<file path="src/rtl/geom_pkg.sv">
package geom_pkg;

    // ---------------------------------------------------------------
    // register map (byte addresses, one aligned word each)
    // ---------------------------------------------------------------
    localparam logic [7:0] ADDR_OUTPUT_FRAME_SIZE = 8'h00;
    localparam logic [7:0] ADDR_INPUT_WINDOW_START = 8'h04;
    localparam logic [7:0] ADDR_INPUT_FRAME_SIZE = 8'h08;
    localparam logic [7:0] ADDR_RESIZE_CONTROL = 8'h0C;
    localparam logic [7:0] ADDR_GEOMETRY_STATUS = 8'h10;

    // ---------------------------------------------------------------
    // field layouts
    // ---------------------------------------------------------------
    localparam int OUT_W_BITS = 11;
    localparam int IN_W_BITS = 13;
    localparam int HI_LSB = 16;
    localparam int SCALE_BITS = 10;
    localparam int CTRL_FORMAT_BIT = 27;
    localparam int CTRL_SOURCE_BIT = 28;
    localparam int CTRL_TAPS_BIT = 29;
    localparam int CTRL_SCALE_LSB = 10;

    // ---------------------------------------------------------------
    // reset values and limits
    // ---------------------------------------------------------------
    localparam logic [10:0] OUT_RESET = 11'h000;
    localparam logic [12:0] IN_RESET = 13'h0000;
    localparam logic [9:0] SCALE_RESET = 10'h0FF;
    localparam logic [9:0] SCALE_UNITY = 10'h100;
    localparam logic [9:0] SCALE_HALF = 10'h200;
    localparam logic [10:0] OUT_WIDTH_MAX = 11'h500;
    localparam logic [10:0] OUT_WIDTH_MAX_7TAP = 11'h280;
    localparam logic [12:0] HSTART_MAX_YUV = 13'h000F;
    localparam logic [12:0] HSTART_MAX_SEP = 13'h001F;
    localparam int ST_WIDTH_BIT = 0;
    localparam int ST_WIDTH7_BIT = 1;
    localparam int ST_EVEN_BIT = 2;
    localparam int ST_VSTART_BIT = 3;
    localparam int ST_HSTART_BIT = 4;
    localparam int ST_UPSIZE_BIT = 5;

    // ---------------------------------------------------------------
    // carriers
    // ---------------------------------------------------------------
    typedef struct packed {
        logic [10:0] out_height;
        logic [10:0] out_width;
        logic [12:0] vertical_start_line;
        logic [12:0] horizontal_start_pixel;
        logic [12:0] in_height;
        logic [12:0] in_width;
        logic input_format_select;
        logic source_sdram;
        logic seven_tap;
        logic [9:0] vertical_scale_value;
        logic [9:0] horizontal_scale_value;
    } geometry_t;

    typedef struct packed {
        logic upsize_vertical;
        logic bad_hstart;
        logic bad_vstart;
        logic odd_width;
        logic bad_width_7tap;
        logic bad_width;
    } geometry_check_t;

    typedef enum logic [1:0] {
        BUS_IDLE,
        BUS_ACK
    } bus_state_t;

endpackage

</file>
<file path="src/rtl/geometry_checker.sv">
`timescale 1ns/1ns
// flags geometry values that break software programming limits
module geometry_checker
    import geom_pkg::*;
(
    // configuration in
    input wire geometry_t geom_i,
    // check flags out
    output geometry_check_t check_o
);

    // -------------------------------------------------------------
    // combinational checks
    // -------------------------------------------------------------
    logic [12:0] hstart_limit;
    logic down_more_than_two;

    // limit depends on input format
    assign hstart_limit = geom_i.input_format_select ? HSTART_MAX_SEP : HSTART_MAX_YUV;
    assign down_more_than_two = geom_i.horizontal_scale_value > SCALE_HALF;
    // ratio is 256 / value, so below 256 means upsizing
    assign check_o.upsize_vertical = geom_i.vertical_scale_value < SCALE_UNITY;
    assign check_o.bad_width = geom_i.out_width > OUT_WIDTH_MAX;
    assign check_o.bad_width_7tap = geom_i.seven_tap && down_more_than_two
        && (geom_i.out_width > OUT_WIDTH_MAX_7TAP);
    assign check_o.odd_width = check_o.upsize_vertical && geom_i.out_width[0];
    assign check_o.bad_vstart = geom_i.source_sdram && (geom_i.vertical_start_line != IN_RESET);
    assign check_o.bad_hstart = geom_i.source_sdram && (geom_i.horizontal_start_pixel > hstart_limit);

endmodule

</file>
<file path="src/rtl/resizer_frame_geometry_regs.sv">
`timescale 1ns/1ns
// Function
// - output height is an 11-bit read/write field at bits 26..16 of the output size register.
// - vertical start line is a 13-bit field at bits 28..16 of the start register, used for engine input.
// - with memory input, the 13-bit horizontal start at bits 12..0 counts pixels.
// - input height is a 13-bit read/write field at bits 28..16 of the input size register.
// - input width is a 13-bit read/write field at bits 12..0 of the input size register.
// - the format bit picks interleaved 16-bit data when clear and separate 8-bit data when set.
// - vertical ratio is 256 over the scale value, so a value below 256 means upsizing.
module resizer_frame_geometry_regs
    import geom_pkg::*;
(
    // clock and reset
    input wire logic clk_i,
    input wire logic rst_i,
    // wishbone slave
    input wire logic cyc_i,
    input wire logic stb_i,
    input wire logic we_i,
    input wire logic [7:0] adr_i,
    input wire logic [3:0] sel_i,
    input wire logic [31:0] dat_i,
    output logic [31:0] dat_o,
    output logic ack_o,
    output logic err_o,
    // geometry to the scaler datapath
    output geometry_t geom_o,
    output logic [9:0] pixel_start_o,
    output logic start_in_bytes_o
);

    // -------------------------------------------------------------
    // helpers
    // -------------------------------------------------------------
    // byte-lane merge of a write into a stored word
    function automatic logic [31:0] merge(input logic [31:0] old_v, input logic [31:0] new_v,
                                          input logic [3:0] sel);
        logic [31:0] r;
        r = old_v;
        for (int i = 0; i < 4; i++) begin
            if (sel[i]) begin
                r[i*8 +: 8] = new_v[i*8 +: 8];
            end
        end
        return r;
    endfunction

    function automatic logic is_mapped(input logic [7:0] a);
        return a == ADDR_OUTPUT_FRAME_SIZE || a == ADDR_INPUT_WINDOW_START || a == ADDR_INPUT_FRAME_SIZE
            || a == ADDR_RESIZE_CONTROL || a == ADDR_GEOMETRY_STATUS;
    endfunction

    // -------------------------------------------------------------
    // bus handshake
    // -------------------------------------------------------------
    bus_state_t state;
    logic req;
    logic wr_take;
    logic [31:0] cur_word;
    logic [31:0] wr_word;
    geometry_check_t check;

    assign req = cyc_i && stb_i;
    // write is taken in the cycle before ack goes high
    assign wr_take = (state == BUS_IDLE) && req && we_i && is_mapped(adr_i);

    // one ack or err per request, dropped the cycle after
    always_ff @(posedge clk_i) begin
        if (rst_i) begin
            state <= BUS_IDLE;
        end else begin
            case (state)
                BUS_IDLE: begin
                    if (req) begin
                        state <= BUS_ACK;
                    end
                end
                BUS_ACK: begin
                    state <= BUS_IDLE;
                end
                default: begin
                    state <= BUS_IDLE;
                end
            endcase
        end
    end

    always_ff @(posedge clk_i) begin
        if (rst_i) begin
            ack_o <= 1'b0;
            err_o <= 1'b0;
        end else begin
            ack_o <= (state == BUS_IDLE) && req && is_mapped(adr_i);
            err_o <= (state == BUS_IDLE) && req && !is_mapped(adr_i);
        end
    end

    // -------------------------------------------------------------
    // readback word of the addressed register
    // -------------------------------------------------------------
    always_comb begin
        cur_word = 32'h0000_0000;
        case (adr_i)
            ADDR_OUTPUT_FRAME_SIZE: begin
                cur_word[HI_LSB +: OUT_W_BITS] = geom_o.out_height;
                cur_word[0 +: OUT_W_BITS] = geom_o.out_width;
            end
            ADDR_INPUT_WINDOW_START: begin
                cur_word[HI_LSB +: IN_W_BITS] = geom_o.vertical_start_line;
                cur_word[0 +: IN_W_BITS] = geom_o.horizontal_start_pixel;
            end
            ADDR_INPUT_FRAME_SIZE: begin
                cur_word[HI_LSB +: IN_W_BITS] = geom_o.in_height;
                cur_word[0 +: IN_W_BITS] = geom_o.in_width;
            end
            ADDR_RESIZE_CONTROL: begin
                cur_word[CTRL_TAPS_BIT] = geom_o.seven_tap;
                cur_word[CTRL_SOURCE_BIT] = geom_o.source_sdram;
                cur_word[CTRL_FORMAT_BIT] = geom_o.input_format_select;
                cur_word[CTRL_SCALE_LSB +: SCALE_BITS] = geom_o.vertical_scale_value;
                cur_word[0 +: SCALE_BITS] = geom_o.horizontal_scale_value;
            end
            ADDR_GEOMETRY_STATUS: begin
                cur_word[5:0] = check;
            end
            default: begin
                cur_word = 32'h0000_0000;
            end
        endcase
    end

    assign wr_word = merge(cur_word, dat_i, sel_i);

    // read data registered alongside ack
    always_ff @(posedge clk_i) begin
        if (rst_i) begin
            dat_o <= 32'h0000_0000;
        end else if ((state == BUS_IDLE) && req && !we_i) begin
            dat_o <= cur_word;
        end
    end

    // -------------------------------------------------------------
    // output size register
    // -------------------------------------------------------------
    always_ff @(posedge clk_i) begin
        if (rst_i) begin
            geom_o.out_height <= OUT_RESET;
            geom_o.out_width <= OUT_RESET;
        end else if (wr_take && adr_i == ADDR_OUTPUT_FRAME_SIZE) begin
            geom_o.out_height <= wr_word[HI_LSB +: OUT_W_BITS];
            geom_o.out_width <= wr_word[0 +: OUT_W_BITS];
        end
    end

    // -------------------------------------------------------------
    // input window start register
    // -------------------------------------------------------------
    always_ff @(posedge clk_i) begin
        if (rst_i) begin
            geom_o.vertical_start_line <= IN_RESET;
            geom_o.horizontal_start_pixel <= IN_RESET;
        end else if (wr_take && adr_i == ADDR_INPUT_WINDOW_START) begin
            geom_o.vertical_start_line <= wr_word[HI_LSB +: IN_W_BITS];
            geom_o.horizontal_start_pixel <= wr_word[0 +: IN_W_BITS];
        end
    end

    // -------------------------------------------------------------
    // input size register
    // -------------------------------------------------------------
    always_ff @(posedge clk_i) begin
        if (rst_i) begin
            geom_o.in_height <= IN_RESET;
            geom_o.in_width <= IN_RESET;
        end else if (wr_take && adr_i == ADDR_INPUT_FRAME_SIZE) begin
            geom_o.in_height <= wr_word[HI_LSB +: IN_W_BITS];
            geom_o.in_width <= wr_word[0 +: IN_W_BITS];
        end
    end

    // -------------------------------------------------------------
    // resize control register
    // -------------------------------------------------------------
    always_ff @(posedge clk_i) begin
        if (rst_i) begin
            geom_o.input_format_select <= 1'b0;
            geom_o.source_sdram <= 1'b0;
            geom_o.seven_tap <= 1'b0;
            geom_o.vertical_scale_value <= SCALE_RESET;
            geom_o.horizontal_scale_value <= SCALE_RESET;
        end else if (wr_take && adr_i == ADDR_RESIZE_CONTROL) begin
            geom_o.input_format_select <= wr_word[CTRL_FORMAT_BIT];
            geom_o.source_sdram <= wr_word[CTRL_SOURCE_BIT];
            geom_o.seven_tap <= wr_word[CTRL_TAPS_BIT];
            geom_o.vertical_scale_value <= wr_word[CTRL_SCALE_LSB +: SCALE_BITS];
            geom_o.horizontal_scale_value <= wr_word[0 +: SCALE_BITS];
        end
    end

    // -------------------------------------------------------------
    // limit checks
    // -------------------------------------------------------------
    geometry_checker checker_u (
        .geom_i(geom_o),
        .check_o(check)
    );

    // -------------------------------------------------------------
    // start pixel as the datapath uses it
    // -------------------------------------------------------------
    // memory input: pixel count; engine input: byte count, halved
    always_ff @(posedge clk_i) begin
        if (rst_i) begin
            pixel_start_o <= 10'h000;
            start_in_bytes_o <= 1'b0;
        end else begin
            start_in_bytes_o <= !geom_o.source_sdram;
            if (geom_o.source_sdram) begin
                pixel_start_o <= geom_o.horizontal_start_pixel[9:0];
            end else begin
                pixel_start_o <= geom_o.horizontal_start_pixel[10:1];
            end
        end
    end

    // -------------------------------------------------------------
    // assertions
    // -------------------------------------------------------------
    a_ack_single_pulse: assert property (@(posedge clk_i) disable iff (rst_i)
        ack_o |=> !ack_o) else $error("ack held for two cycles");
    a_height_written: assert property (@(posedge clk_i) disable iff (rst_i)
        (wr_take && adr_i == ADDR_OUTPUT_FRAME_SIZE && sel_i[2] && sel_i[3])
        |=> geom_o.out_height == $past(dat_i[26:16])) else $error("output height not stored");
    a_vstart_written: assert property (@(posedge clk_i) disable iff (rst_i)
        (wr_take && adr_i == ADDR_INPUT_WINDOW_START && sel_i == 4'hF)
        |=> geom_o.vertical_start_line == $past(dat_i[28:16])) else $error("vertical start not stored");
    a_hstart_pixels: assert property (@(posedge clk_i) disable iff (rst_i)
        geom_o.source_sdram && $stable(geom_o) |=> pixel_start_o == $past(geom_o.horizontal_start_pixel[9:0]))
        else $error("pixel start wrong for memory input");
    a_in_height_written: assert property (@(posedge clk_i) disable iff (rst_i)
        (wr_take && adr_i == ADDR_INPUT_FRAME_SIZE && sel_i == 4'hF)
        |=> geom_o.in_height == $past(dat_i[28:16])) else $error("input height not stored");
    a_in_width_written: assert property (@(posedge clk_i) disable iff (rst_i)
        (wr_take && adr_i == ADDR_INPUT_FRAME_SIZE && sel_i == 4'hF)
        |=> geom_o.in_width == $past(dat_i[12:0])) else $error("input width not stored");
    a_format_limit: assert property (@(posedge clk_i) disable iff (rst_i)
        geom_o.source_sdram && !geom_o.input_format_select && geom_o.horizontal_start_pixel == 13'h0010
        |-> check.bad_hstart) else $error("format limit wrong");
    a_upsize_flag: assert property (@(posedge clk_i) disable iff (rst_i)
        ack_o && $past(adr_i) == ADDR_GEOMETRY_STATUS && !$past(we_i)
        |-> dat_o[ST_UPSIZE_BIT] == ($past(geom_o.vertical_scale_value) < SCALE_UNITY))
        else $error("upsize flag wrong");
    a_reserved_zero: assert property (@(posedge clk_i) disable iff (rst_i)
        ack_o && $past(adr_i) == ADDR_INPUT_FRAME_SIZE && !$past(we_i)
        |-> dat_o[31:29] == 3'h0 && dat_o[15:13] == 3'h0) else $error("reserved bits not zero");
    c_write_out: cover property (@(posedge clk_i) wr_take && adr_i == ADDR_OUTPUT_FRAME_SIZE);
    c_read_status: cover property (@(posedge clk_i) ack_o && $past(adr_i) == ADDR_GEOMETRY_STATUS);
    c_error: cover property (@(posedge clk_i) err_o);
    c_hstart_over: cover property (@(posedge clk_i) !rst_i && check.bad_hstart);
    c_odd_upsize: cover property (@(posedge clk_i) !rst_i && check.odd_width);

    // -------------------------------------------------------------
    // handshake checks
    // -------------------------------------------------------------
    // a refused request answers with one error pulse, never with both answers
    a_err_single_pulse: assert property (@(posedge clk_i) disable iff (rst_i)
        err_o |=> !err_o) else $error("err held for two cycles");
    a_ack_err_apart: assert property (@(posedge clk_i) disable iff (rst_i)
        !(ack_o && err_o)) else $error("ack and err together");
    // a mapped request taken while idle is answered on the next edge
    a_ack_answer: assert property (@(posedge clk_i) disable iff (rst_i)
        (state == BUS_IDLE) && req && is_mapped(adr_i) |=> ack_o) else $error("ack missing");
    // status writes are acknowledged but change no field
    a_status_write_ignored: assert property (@(posedge clk_i) disable iff (rst_i)
        (wr_take && adr_i == ADDR_GEOMETRY_STATUS) |=> $stable(geom_o)) else $error("status write changed geometry");

    // -------------------------------------------------------------
    // field storage checks
    // -------------------------------------------------------------
    a_width_written: assert property (@(posedge clk_i) disable iff (rst_i)
        (wr_take && adr_i == ADDR_OUTPUT_FRAME_SIZE && sel_i[0] && sel_i[1])
        |=> geom_o.out_width == $past(dat_i[0 +: OUT_W_BITS])) else $error("output width not stored");
    a_hstart_written: assert property (@(posedge clk_i) disable iff (rst_i)
        (wr_take && adr_i == ADDR_INPUT_WINDOW_START && sel_i[0] && sel_i[1])
        |=> geom_o.horizontal_start_pixel == $past(dat_i[0 +: IN_W_BITS])) else $error("horizontal start not stored");
    // engine input: the start field is in bytes, the datapath gets the pixel index
    a_engine_bytes: assert property (@(posedge clk_i) disable iff (rst_i)
        !rst_i && !geom_o.source_sdram
        |=> start_in_bytes_o && pixel_start_o == $past(geom_o.horizontal_start_pixel[10:1]))
        else $error("engine start not halved");
    // the first edge after reset sees every size and start field cleared
    a_reset_cleared: assert property (@(posedge clk_i) disable iff (rst_i)
        $past(rst_i) |-> geom_o.out_height == OUT_RESET && geom_o.out_width == OUT_RESET
        && geom_o.vertical_start_line == IN_RESET && geom_o.horizontal_start_pixel == IN_RESET
        && geom_o.in_height == IN_RESET && geom_o.in_width == IN_RESET) else $error("geometry not cleared by reset");

    // -------------------------------------------------------------
    // readback checks
    // -------------------------------------------------------------
    a_reserved_out: assert property (@(posedge clk_i) disable iff (rst_i)
        ack_o && $past(adr_i) == ADDR_OUTPUT_FRAME_SIZE && !$past(we_i)
        |-> dat_o[31:HI_LSB + OUT_W_BITS] == '0 && dat_o[HI_LSB - 1:OUT_W_BITS] == '0)
        else $error("output size reserved bits not zero");
    a_reserved_start: assert property (@(posedge clk_i) disable iff (rst_i)
        ack_o && $past(adr_i) == ADDR_INPUT_WINDOW_START && !$past(we_i)
        |-> dat_o[31:HI_LSB + IN_W_BITS] == '0 && dat_o[HI_LSB - 1:IN_W_BITS] == '0)
        else $error("input start reserved bits not zero");

endmodule

</file>
<file path="config.mk">
export PLATFORM = sky130hd
export DESIGN_NAME = resizer_frame_geometry_regs
export DESIGN_NICKNAME = d
export VERILOG_FILES = /design/src/rtl/geom_pkg.sv /design/src/rtl/geometry_checker.sv /design/src/rtl/resizer_frame_geometry_regs.sv
export SDC_FILE = /design/constraint.sdc
export NUM_CORES = 1
export LEC_CHECK = 0
export BUFFER_PORTS_ARGS = -buffer_cell sky130_fd_sc_hd__buf_2
export CAP_MARGIN = 25
export CORE_ASPECT_RATIO = 0.75
export CORE_MARGIN = 3
export CORE_UTILIZATION = 45
export CTS_BUF_LIST = sky130_fd_sc_hd__clkbuf_8
export DETAILED_ROUTE_END_ITERATION = 8
export PLACE_DENSITY = 0.73
export SLEW_MARGIN = 0
export SYNTH_ARGS = -nofsm -noshare
export SYNTH_HDL_FRONTEND = slang
export SYNTH_SLANG_ARGS = --single-unit
</file>
<file path="constraint.sdc">
create_clock -name clk_i -period 2.75 [get_ports clk_i]
set_input_delay 0.55 -clock clk_i [delete_from_list [all_inputs] [get_ports clk_i]]
set_output_delay 0.55 -clock clk_i [all_outputs]
set_load 0.02 [all_outputs]
</file>
Word-level counts from Yosys, hierarchy flattened
Cells that the tools add are included.

word-level totals
  register bits after elaboration = 141
  input port bits = 49
  logic and storage cells = 68

operators by class
  order comparisons = 5
  equal/unequal tests = 4
  mux-type cells = 14
  bitwise logic cells = 1
  reduce and logical (&&, ||, !) cells = 27

operators by type and width
  cell                    count
  $pmux W6 S5             1
  $mux W8                 3
  $pmux W7 S3             1
  $pmux W5 S4             1
  $eq A8 B4 Y1 const B    2
  $logic_and A1 B1 Y1     16
  $pmux W4 S4             1
  $gt A13 B13 Y1          1
  $reduce_bool A13 Y1     1
  $pmux W2 S3             2
  $gt A11 B10 Y1 const B  1
  $gt A11 B11 Y1 const B  1
  $gt A10 B10 Y1 const B  1
  $lt A10 B9 Y1 const B   1
  $mux W10                1
  $eq A8 B3 Y1 const B    1
  $eq A8 B5 Y1 const B    1
  $logic_not A8 Y1        1
  $mux W6                 1
  $mux W5                 1
  $logic_or A1 B1 Y1      4
  $logic_not A1 Y1        3
  $mux W3                 1
  $logic_not A2 Y1        1
  other kinds (3)         3

Logic depth before layout (Yosys ltp)
Gate-level depths: netlist (run 1).

  depth in word-level cells = 7
  gate-level depth with buffers = 8
  mapped depth without buffers = 7

Modules after synthesis
Synthesis (run 1) repeated with hierarchy kept, for this count alone.

second synthesis, totals
  cells, all modules = 638
  area, all modules = 6127.1 um^2

by module, submodules not included
  module                       instances  cells each  area an instance (um^2)  seq. area each (um^2)
  resizer_frame_geometry_regs  1          611         5957.0                   2822.7
  geometry_checker             1          27          170.2                    0.0

Worst setup path before layout (run 1)
OpenSTA, ideal clock, no wires.

  path type = in2reg
  start = in adr_i[3]
  end = reg geom_o[51] (netlist bit)
  setup time = 134 ps
  arrival time = 2098 ps
  setup slack = 518 ps
  cell stages on the path = 7
  cells stage by stage = buf_2 buf_2 mux4_2 a22oi_1 nor3_1 a21oi_1 a211oi_1

on the way
  cells in the longest elaborated chain, start to end = 7
  elaborated cells on any way between the ends = 13

ends and longest elaborated chain
  element                                           RTL line                                                                                                   source
  start, declared                                   resizer_frame_geometry_regs.sv:20                                                                          input wire logic [7:0] adr_i,
  $eq A8 B3 Y1 or $logic_not A8 Y1 (tied branches)  resizer_frame_geometry_regs.sv:49, resizer_frame_geometry_regs.sv:103, resizer_frame_geometry_regs.sv:163
  $logic_or A1 B1 Y1 (2 in series)                  resizer_frame_geometry_regs.sv:49                                                                          return a == ADDR_OUTPUT_FRAME_SIZE || a == ADDR_INPUT_WINDOW_START || a == ADDR_INPUT_FRAME_SIZE
  $logic_or A1 B1 Y1 (2 in series)                  resizer_frame_geometry_regs.sv:50                                                                          || a == ADDR_RESIZE_CONTROL || a == ADDR_GEOMETRY_STATUS;
  $logic_and A1 B1 Y1                               resizer_frame_geometry_regs.sv:65                                                                          assign wr_take = (state == BUS_IDLE) && req && we_i && is_mapped(adr_i);
  $logic_and A1 B1 Y1                               resizer_frame_geometry_regs.sv:163                                                                         end else if (wr_take && adr_i == ADDR_INPUT_WINDOW_START) begin
  end, declared                                     resizer_frame_geometry_regs.sv:27                                                                          output geometry_t geom_o,

Several ways; a longest one is shown, not always the timed one.
A chain may end at the register's enable or synchronous reset.

Worst setup path after layout (run 1)
  start = in adr_i[4]
  end = reg geom_o[1] (netlist bit)

on the way
  cells in the longest elaborated chain, start to end = 7
  elaborated cells on any way between the ends = 13

ends and longest elaborated chain
  element                                           RTL line                                                               source
  $eq A8 B3 Y1 or $logic_not A8 Y1 (tied branches)  resizer_frame_geometry_regs.sv:49, resizer_frame_geometry_regs.sv:103
  $logic_or A1 B1 Y1 (2 in series)                  resizer_frame_geometry_regs.sv:49
  $logic_or A1 B1 Y1 (2 in series)                  resizer_frame_geometry_regs.sv:50
  $logic_and A1 B1 Y1                               resizer_frame_geometry_regs.sv:65
  $logic_and A1 B1 Y1                               resizer_frame_geometry_regs.sv:192                                     end else if (wr_take && adr_i == ADDR_RESIZE_CONTROL) begin

Several ways; a longest one is shown, not always the timed one.

==> results of run 1 <==
cell type report:
class / count / area [um2] / area share (%)
Multi-Input combinational cell: 475 / 3050 / 38.9
Timing Repair Buffer: 216 / 1230 / 15.7
Clock inverter: 13 / 221 / 2.83
Tap cell: 171 / 214 / 2.73
Sequential cell: 141 / 2820 / 36.0
Inverter: 10 / 37.5 / 0.479
Clock buffer: 19 / 262 / 3.34
metrics by stage:
stage                     power [uW]  hold slack (ns)  std cells
after global routing            4460            0.340       1045
after detailed placement        2360            0.442       1013
final                           4310            0.369       1045
after global placement          2360            0.435       1013
after floorplan                 2260            0.530        689
after CTS                       4340            0.342       1045
kinds of logic (layout without fill, tap and decap cells):
kind of cell	Yosys count	after routing	synth area share, %
mux	38	38	9.27
other cells	1	2	0.0605
simple gates	259	259	19.9
compound gates	175	175	19.6
fa+ha+maj	1	1	0.202
buf+inv	73	258	5.41
flops	141	141	45.5
registers in the layout, summed over array words and instances, names as in the netlist:
signal and flops:
dat_o 30, start_in_bytes_o 1, geom_o 97, err_o 1, ack_o 1, state 1, pixel_start_o 10
Yosys cell counts, types with 3 or more instances:
cell	number	area share [%]
dfxtp_1	141	46
nor2_1	121	7.3
a211oi_1	74	9.0
a21oi_1	47	3.8
nor3_1	35	2.8
clkbuf_1	33	2.0
nand2_1	31	1.9
nand3_1	19	1.5
mux2i_1	18	2.9
buf_2	16	1.3
mux4_2	15	5.5
and2_1	13	1.3
buf_4	11	1.3
inv_1	9	0.55
a2bb2oi_1	7	0.99
nor3b_1	7	0.85
o21bai_1	7	0.85
nor4_1	6	0.61
a22oi_1	5	0.61
mux2_2	5	0.91
nand3b_1	5	0.61
o31ai_1	5	0.61
a211o_1	4	0.57
and3_1	4	0.40
o21ai_0	4	0.32
a21o_1	3	0.36
buf_1	3	0.18
o21a_1	3	0.36
o31a_1	3	0.42
o32ai_1	3	0.42
or3_1	3	0.30
power breakdown:
group          total (uW)  switching, uW  internal (uW)
Combinational         266            170           95.8
Sequential           2050           2.89           2050
Clock                2000            785           1210
Total                4310            958           3350
worst max-delay path, delay by kind of cell:
kind | cells | cell delay, ns
buffers and inverters | 1 | 0.18
AO/OA/AOI/OAI | 2 | 0.94
AND/OR/NAND/NOR | 3 | 1.00
per-layer routing:
| layer | vias to the layer above | track usage (%) | part of all wire, % |
|---|---|---|---|
| li1 | 2833 | - | - |
| met1 | 2794 | 36.6 | 45 |
| met2 | 282 | 35.4 | 43 |
| met3 | 25 | 7.42 | 11 |
| met4 | 0 | 6.30 | 1.2 |
| met5 | - | 0 | 0 |
path summary, 6_finish.rpt:
check	startpoint	end	slack [ns]
worst max-delay path	adr_i[4]	geom_o[1]$_SDFFE_PP1P_	0.43
worst min-delay path	rst_i	pixel_start_o[4]$_SDFF_PP0_	0.37
worst max register to register	geom_o[3]$_SDFFE_PP1P_	geom_o[50]$_SDFFE_PP0P_	0.46
worst min register to register	dat_o[14]$_SDFFE_PP0P_	dat_o[14]$_SDFFE_PP0P_	0.45
==> flow_summary_export.csv, run 1 <==
group,metric,value,unit
timing,hold_viol_final,0,
critical_path,path_max_fanout,7,
cells_and_area,fill_cells,1215,
clock_tree,cts_hold_buf,0,
synthesis,syn_area,0.00620,mm2
global_routing,antenna_found_initial,0,
critical_path,critPathSlowestCell,"a2111oi_0",
drt,wl_per_cell,18.3,um
global_routing,grt_pass1_vias,5271,
synthesis,yosys_warnings,0,
outcome,status,"finished clean",
cells_and_area,diodes,0,
placed_design,place_area,0.00735,mm2
clock_tree,cts_resized,0,
synthesis,synth_flop_cell,"dfxtp_1",
job,drv_cap,0,
critical_path,max_stage_delay,0.66,ns
critical_path,required,3.10,ns
critical_path,crit_path_start_kind,"input pin",
critical_path,crit_path_end_kind,"flip-flop",
drt,dr.pass1.iters,5,
floorplanning,die_w,142,um
hold_path,holdPathStages,2,
critical_path,reg2regPathDepth,5,
critical_path,critPathKind,"in -> reg",
global_routing,grt_pass1_wl,29.5,mm
hold_path,min_path_type,"in -> reg",
clock_tree,clockBufferDepth,2,
drt,finalWirelength,19.2,mm
clock_tree,clock-sinks,141,
timing,finalMaxSlewViolations,0,
drt,drt_drc_violations_left,0,
placed_design,post-place-ws,0.139,ns
drt,vias,5934,
power_and_ir_drop,p_leak,0.00325,uW
cells_and_area,most-common-layout-cells,"buf_2 (185), dfxtp_1 (141), nor2_1 (121), a211oi_1 (74), a21oi_1 (47)",
cells_and_area,final_common_cell,"buf_2",
timing,final.setup.worst_slack,0.434,ns
cells_and_area,area_growth,26.4,%
global_routing,globalRouteTotalUtil,24.8,%
clock_tree,cts_root_buffer,"clkbuf_8",
cells_and_area,nNetsFinal,911,
floorplanning,dieArea,0.0152,mm2
cells_and_area,drive_above_1_share,31.4,%
cells_and_area,fin_util,59.2,%
synthesis,seq_area_frac_synth,45.5,%
clock_tree,cts_tree,"done",
timing,tns,0,ns
global_routing,overflow,0,
floorplanning,die_h,108,um
cells_and_area,final_area,0.00784,mm2
clock_tree,insertion_delay,0.43,ns
floorplanning,ioPinCount,191,
timing,tightest_slew,0.865,ns
synthesis,synth.avg_cell_area,9.01,um2
drt,vias_per_cell,5.68,
power_and_ir_drop,p_per_area,550,mW/mm2
floorplanning,initial_core_util,46.8,%
synthesis,ys_seq_elements,141,
timing,layout_worst_path_cycle_share,84.2,%
synthesis,syn-instance-count,688,
power_and_ir_drop,vdd_drop_max,0.422,mV
clock_tree,cts_buffers,17,
timing,max-slew-margin-rel,42.3,%
floorplanning,rows,36,
clock_tree,htree_num_levels,4,
drt,drtIter0Drc,518,
timing,skew,0.0144,ns
synthesis,synth_edf_count,0,
clock_tree,clkTransAtPathRegs,0.08,ns
clock_tree,post_cts_buffers,0,
placed_design,portBuffers,186,
timing,rsz0062_at_grt,"false",
global_routing,grt_max_degree,66,
timing,post-route-min-period,2.32,ns
critical_path,crit_chain,"buf_2 -> nor4b_1 -> nand3_1 -> a2111oi_0 -> nor3_1 -> o31ai_1",
synthesis,synth.distinct_cells,53,
placed_design,hpwl,14.1,mm
timing,finalSetupViolCount,0,
drt,ant_nets,0,
floorplanning,core,0.0132,mm2
synthesis,synthArstFlopShare,0,%
critical_path,crit_arrival,2.66,ns
placed_design,gp_congestion,0.896,
timing,fmax,432,MHz
No activity file was read; power rests on OpenSTA's default activity.
==> run 2, diff against run 1 <==
--- a/config.mk
+++ b/config.mk
@@ -5,6 +5,7 @@
 export SDC_FILE = /design/constraint.sdc
 export NUM_CORES = 1
 export LEC_CHECK = 0
+export ABC_AREA = 1
 export BUFFER_PORTS_ARGS = -buffer_cell sky130_fd_sc_hd__buf_2
 export CAP_MARGIN = 25
 export CORE_ASPECT_RATIO = 0.75
@@ -12,7 +13,7 @@
 export CORE_UTILIZATION = 45
 export CTS_BUF_LIST = sky130_fd_sc_hd__clkbuf_8
 export DETAILED_ROUTE_END_ITERATION = 8
-export PLACE_DENSITY = 0.73
+export PLACE_DENSITY = 0.75
 export SLEW_MARGIN = 0
 export SYNTH_ARGS = -nofsm -noshare
 export SYNTH_HDL_FRONTEND = slang
==> constraint.sdc (replaced) <==
create_clock -name clk_i -period 2.1 [get_ports clk_i]
set_input_delay 0.42 -clock clk_i [delete_from_list [all_inputs] [get_ports clk_i]]
set_output_delay 0.42 -clock clk_i [all_outputs]
set_load 0.02 [all_outputs]
==> run 2 against run 1 <==
Against the previous run: largest power group unchanged; utilization down 0.35 points; clock-buffer cell count decreased by 1; total power increased by 26%; critical endpoint is now geom_o[53]$_SDFFE_PP0P_; worst hold slack worse by 0.17 ns; largest cell class unchanged; first-iteration DRC count up 42%.
==> flow_summary_export.csv, run 2 <==
group,metric,value,unit
cells_and_area,stdcell_count,1350,
timing,skew,0.0145,ns
synthesis,synth_top_area_cell,"dfxtp_1",
drt,drt_drc_violations_left,0,
drt,vias_per_cell,5.38,
clock_tree,cts_tree,"done",
timing,post-route-min-period,1.84,ns
floorplanning,initial_core_util,46.8,%
synthesis,synth_top_area_share,43.2,%
clock_tree,clkTransAtPathRegs,0.08,ns
global_routing,overflow,0,
cells_and_area,area_growth,25.8,%
floorplanning,dieArea,0.0160,mm2
placed_design,hpwl,16.2,mm
timing,tightest_slew,0.546,ns
cells_and_area,top_register,"geom_o",
drt,finalWirelength,23.4,mm
floorplanning,core,0.0140,mm2
critical_path,reg2regPathDepth,11,
critical_path,crit_path_end_kind,"flip-flop",
critical_path,worstSetupPathDepth,11,
floorplanning,die_h,110,um
timing,finalSetupViolCount,0,
critical_path,path_buf_inv,1,
job,drv_cap,0,
hold_path,min_path_type,"in -> reg",
placed_design,portBuffers,186,
global_routing,grt_pass1_vias,6518,
power_and_ir_drop,vdd_drop_max,0.386,mV
global_routing,grt_pass1_wl,35.6,mm
clock_tree,clockBufferDepth,2,
floorplanning,die_w,145,um
critical_path,crit_arrival,2.18,ns
drt,wl_per_cell,17.3,um
synthesis,syn_area,0.00654,mm2
synthesis,seq_area_frac_synth,43.2,%
timing,fmax,543,MHz
placed_design,placedCellCount,1319,
drt,vias,7262,
global_routing,globalRouteTotalUtil,28.4,%
cells_and_area,most-common-layout-cells,"nand2_1 (229), buf_2 (186), dfxtp_1 (141), nand3_1 (109), nor2_1 (104)",
cells_and_area,diodes,0,
floorplanning,rows,37,
drt,ant_nets,0,
synthesis,netlist_top_cells_area,"dfxtp_1 (43%), nand2_1 (13%), nand3_1 (8.3%)",
synthesis,synth_flop_cell,"dfxtp_1",
cells_and_area,drive_above_1_share,25.9,%
drt,drtIter0Drc,736,
cells_and_area,nNetsFinal,1193,
synthesis,synth.avg_cell_area,6.83,um2
synthesis,synth_edf_count,0,
critical_path,crit_family,"simple AND/OR/NAND/NOR gates",
outcome,status,"finished clean",
clock_tree,cts_buffers,17,
synthesis,ys_seq_elements,141,
critical_path,crit_path_start_kind,"flip-flop",
power_and_ir_drop,p_per_area,660,mW/mm2
critical_path,max_stage_delay,0.37,ns
global_routing,antenna_found_initial,0,
cells_and_area,final_area,0.00822,mm2
cells_and_area,regArea,0.00282,mm2
placed_design,gp_congestion,0.917,
clock_tree,cts_hold_buf,0,
clock_tree,clock-sinks,141,
placed_design,place_area,0.00781,mm2
synthesis,yosysMostFrequentCell,"nand2_1",
critical_path,critPathSlowestCell,"dfxtp_1",
critical_path,required,2.44,ns
critical_path,crit_chain,"inv_1 -> ha_1 -> nand3_1 -> o21ai_0 -> nand2_1 -> nand2_1 -> o21ai_0 -> nor2_1 -> nand2_1 -> nand2_1 -> a21oi_1",
cells_and_area,final_common_cell,"nand2_1",
floorplanning,ioPinCount,191,
synthesis,synthTopCellsByCount,"nand2_1 (229), dfxtp_1 (141), nand3_1 (109)",
synthesis,syn-instance-count,957,
clock_tree,htree_num_levels,4,
global_routing,grt_max_degree,46,
timing,rsz0062_at_grt,"false",
timing,hold_viol_final,0,
timing,layout_worst_path_cycle_share,87.6,%
timing,whs,0.203,ns
clock_tree,insertion_delay,0.46,ns
timing,tns,0,ns
cells_and_area,largestRegisters,"geom_o: 97 flops, dat_o: 30 flops, pixel_start_o: 10 flops",
synthesis,synthArstFlopShare,0,%
cells_and_area,fill_cells,1361,
drt,dr.pass1.iters,8,
timing,finalMaxSlewViolations,0,
timing,max-slew-margin-rel,63.6,%
clock_tree,post_cts_buffers,0,
critical_path,crit_top_cell,"nand2_1",
critical_path,path_max_fanout,4,
cells_and_area,multiInputGateArea,0.00317,mm2
power_and_ir_drop,p_leak,0.00387,uW
clock_tree,cts_resized,0,
clock_tree,cts_root_buffer,"clkbuf_8",
critical_path,critPathKind,"reg -> reg",
synthesis,yosys_warnings,0,
synthesis,synth.distinct_cells,36,
cells_and_area,largest_reg_flops,97,
hold_path,holdPathStages,3,
==> run 2: cell count changes after synthesis, sizes merged, moves of 31 or more <==
cell / delta
a211oi: -74
a21oi: +51
inv: +68
nand2: +206
nand3: +93
nor3: -31
o21ai: +72
==> run 2: area by class of cell <==
cell class	count	share of cell area [%]
tap	195	2.97
clock buffer	18	3.01
inverter	78	3.58
multi-input combinational	684	38.6
sequential	141	34.3
clock inverter	13	1.98
timing repair buffer	221	15.6
==> run 2: per-stage QoR <==
stage / utilization [%] / worst slack [ns] / power (uW)
final: 58.8 / 0.260 / 5430
after global routing: 58.8 / 0.106 / 5610
after CTS: 58.8 / 0.319 / 5430
after detailed placement: 55.9 / 0.0986 / 3160
after global placement: 55.9 / 0.169 / 3150
after floorplan: - / 0.470 / 3000
==> run 2: worst paths after layout <==
| path | startpoint | endpoint | slack (ns) |
|---|---|---|---|
| worst max-delay path | geom_o[22]$_SDFFE_PP0P_ | geom_o[53]$_SDFFE_PP0P_ | 0.26 |
| worst min-delay path | dat_i[15] | geom_o[15]$_SDFFE_PP1P_ | 0.20 |
| worst max register to register | geom_o[22]$_SDFFE_PP0P_ | geom_o[53]$_SDFFE_PP0P_ | 0.26 |
| worst min register to register | geom_o[44]$_SDFFE_PP0P_ | geom_o[44]$_SDFFE_PP0P_ | 0.46 |
==> run 2: report_power, final <==
group | internal, uW | leakage (uW) | switching [uW] | total, uW
logic | 123 | 0.00253 | 262 | 386
clock network | 1200 | 0.000202 | 1120 | 2330
registers | 2700 | 0.00114 | 15.0 | 2720
total | 4030 | 0.00387 | 1400 | 5430
==> run 2: kinds of logic (layout without fill, tap and decap cells) <==
group / after synthesis / after routing / synth area share (%)
DFF: 141 / 141 / 43.2
other: 1 / 2 / 0.0574
AOI/OAI and AO/OA: 192 / 192 / 15.4
and+or+nand+nor: 489 / 489 / 32.7
buffers and inverters: 133 / 330 / 8.50
adders and majority gates: 1 / 1 / 0.191
==> run 2: tightest hold or removal path: stages <==
cell and delay [ns]:
buf_2 0.08, o211ai_1 0.07, nand3_1 0.06
==> run 2: metal layers <==
metal  up-vias  GRT usage (%)  wire [um]
met5         -              0          0
met4         0           7.99        446
met3        41           7.27       2740
met2       421           44.5      10100
met1      3322           39.4      10000
li1       3478              -          -
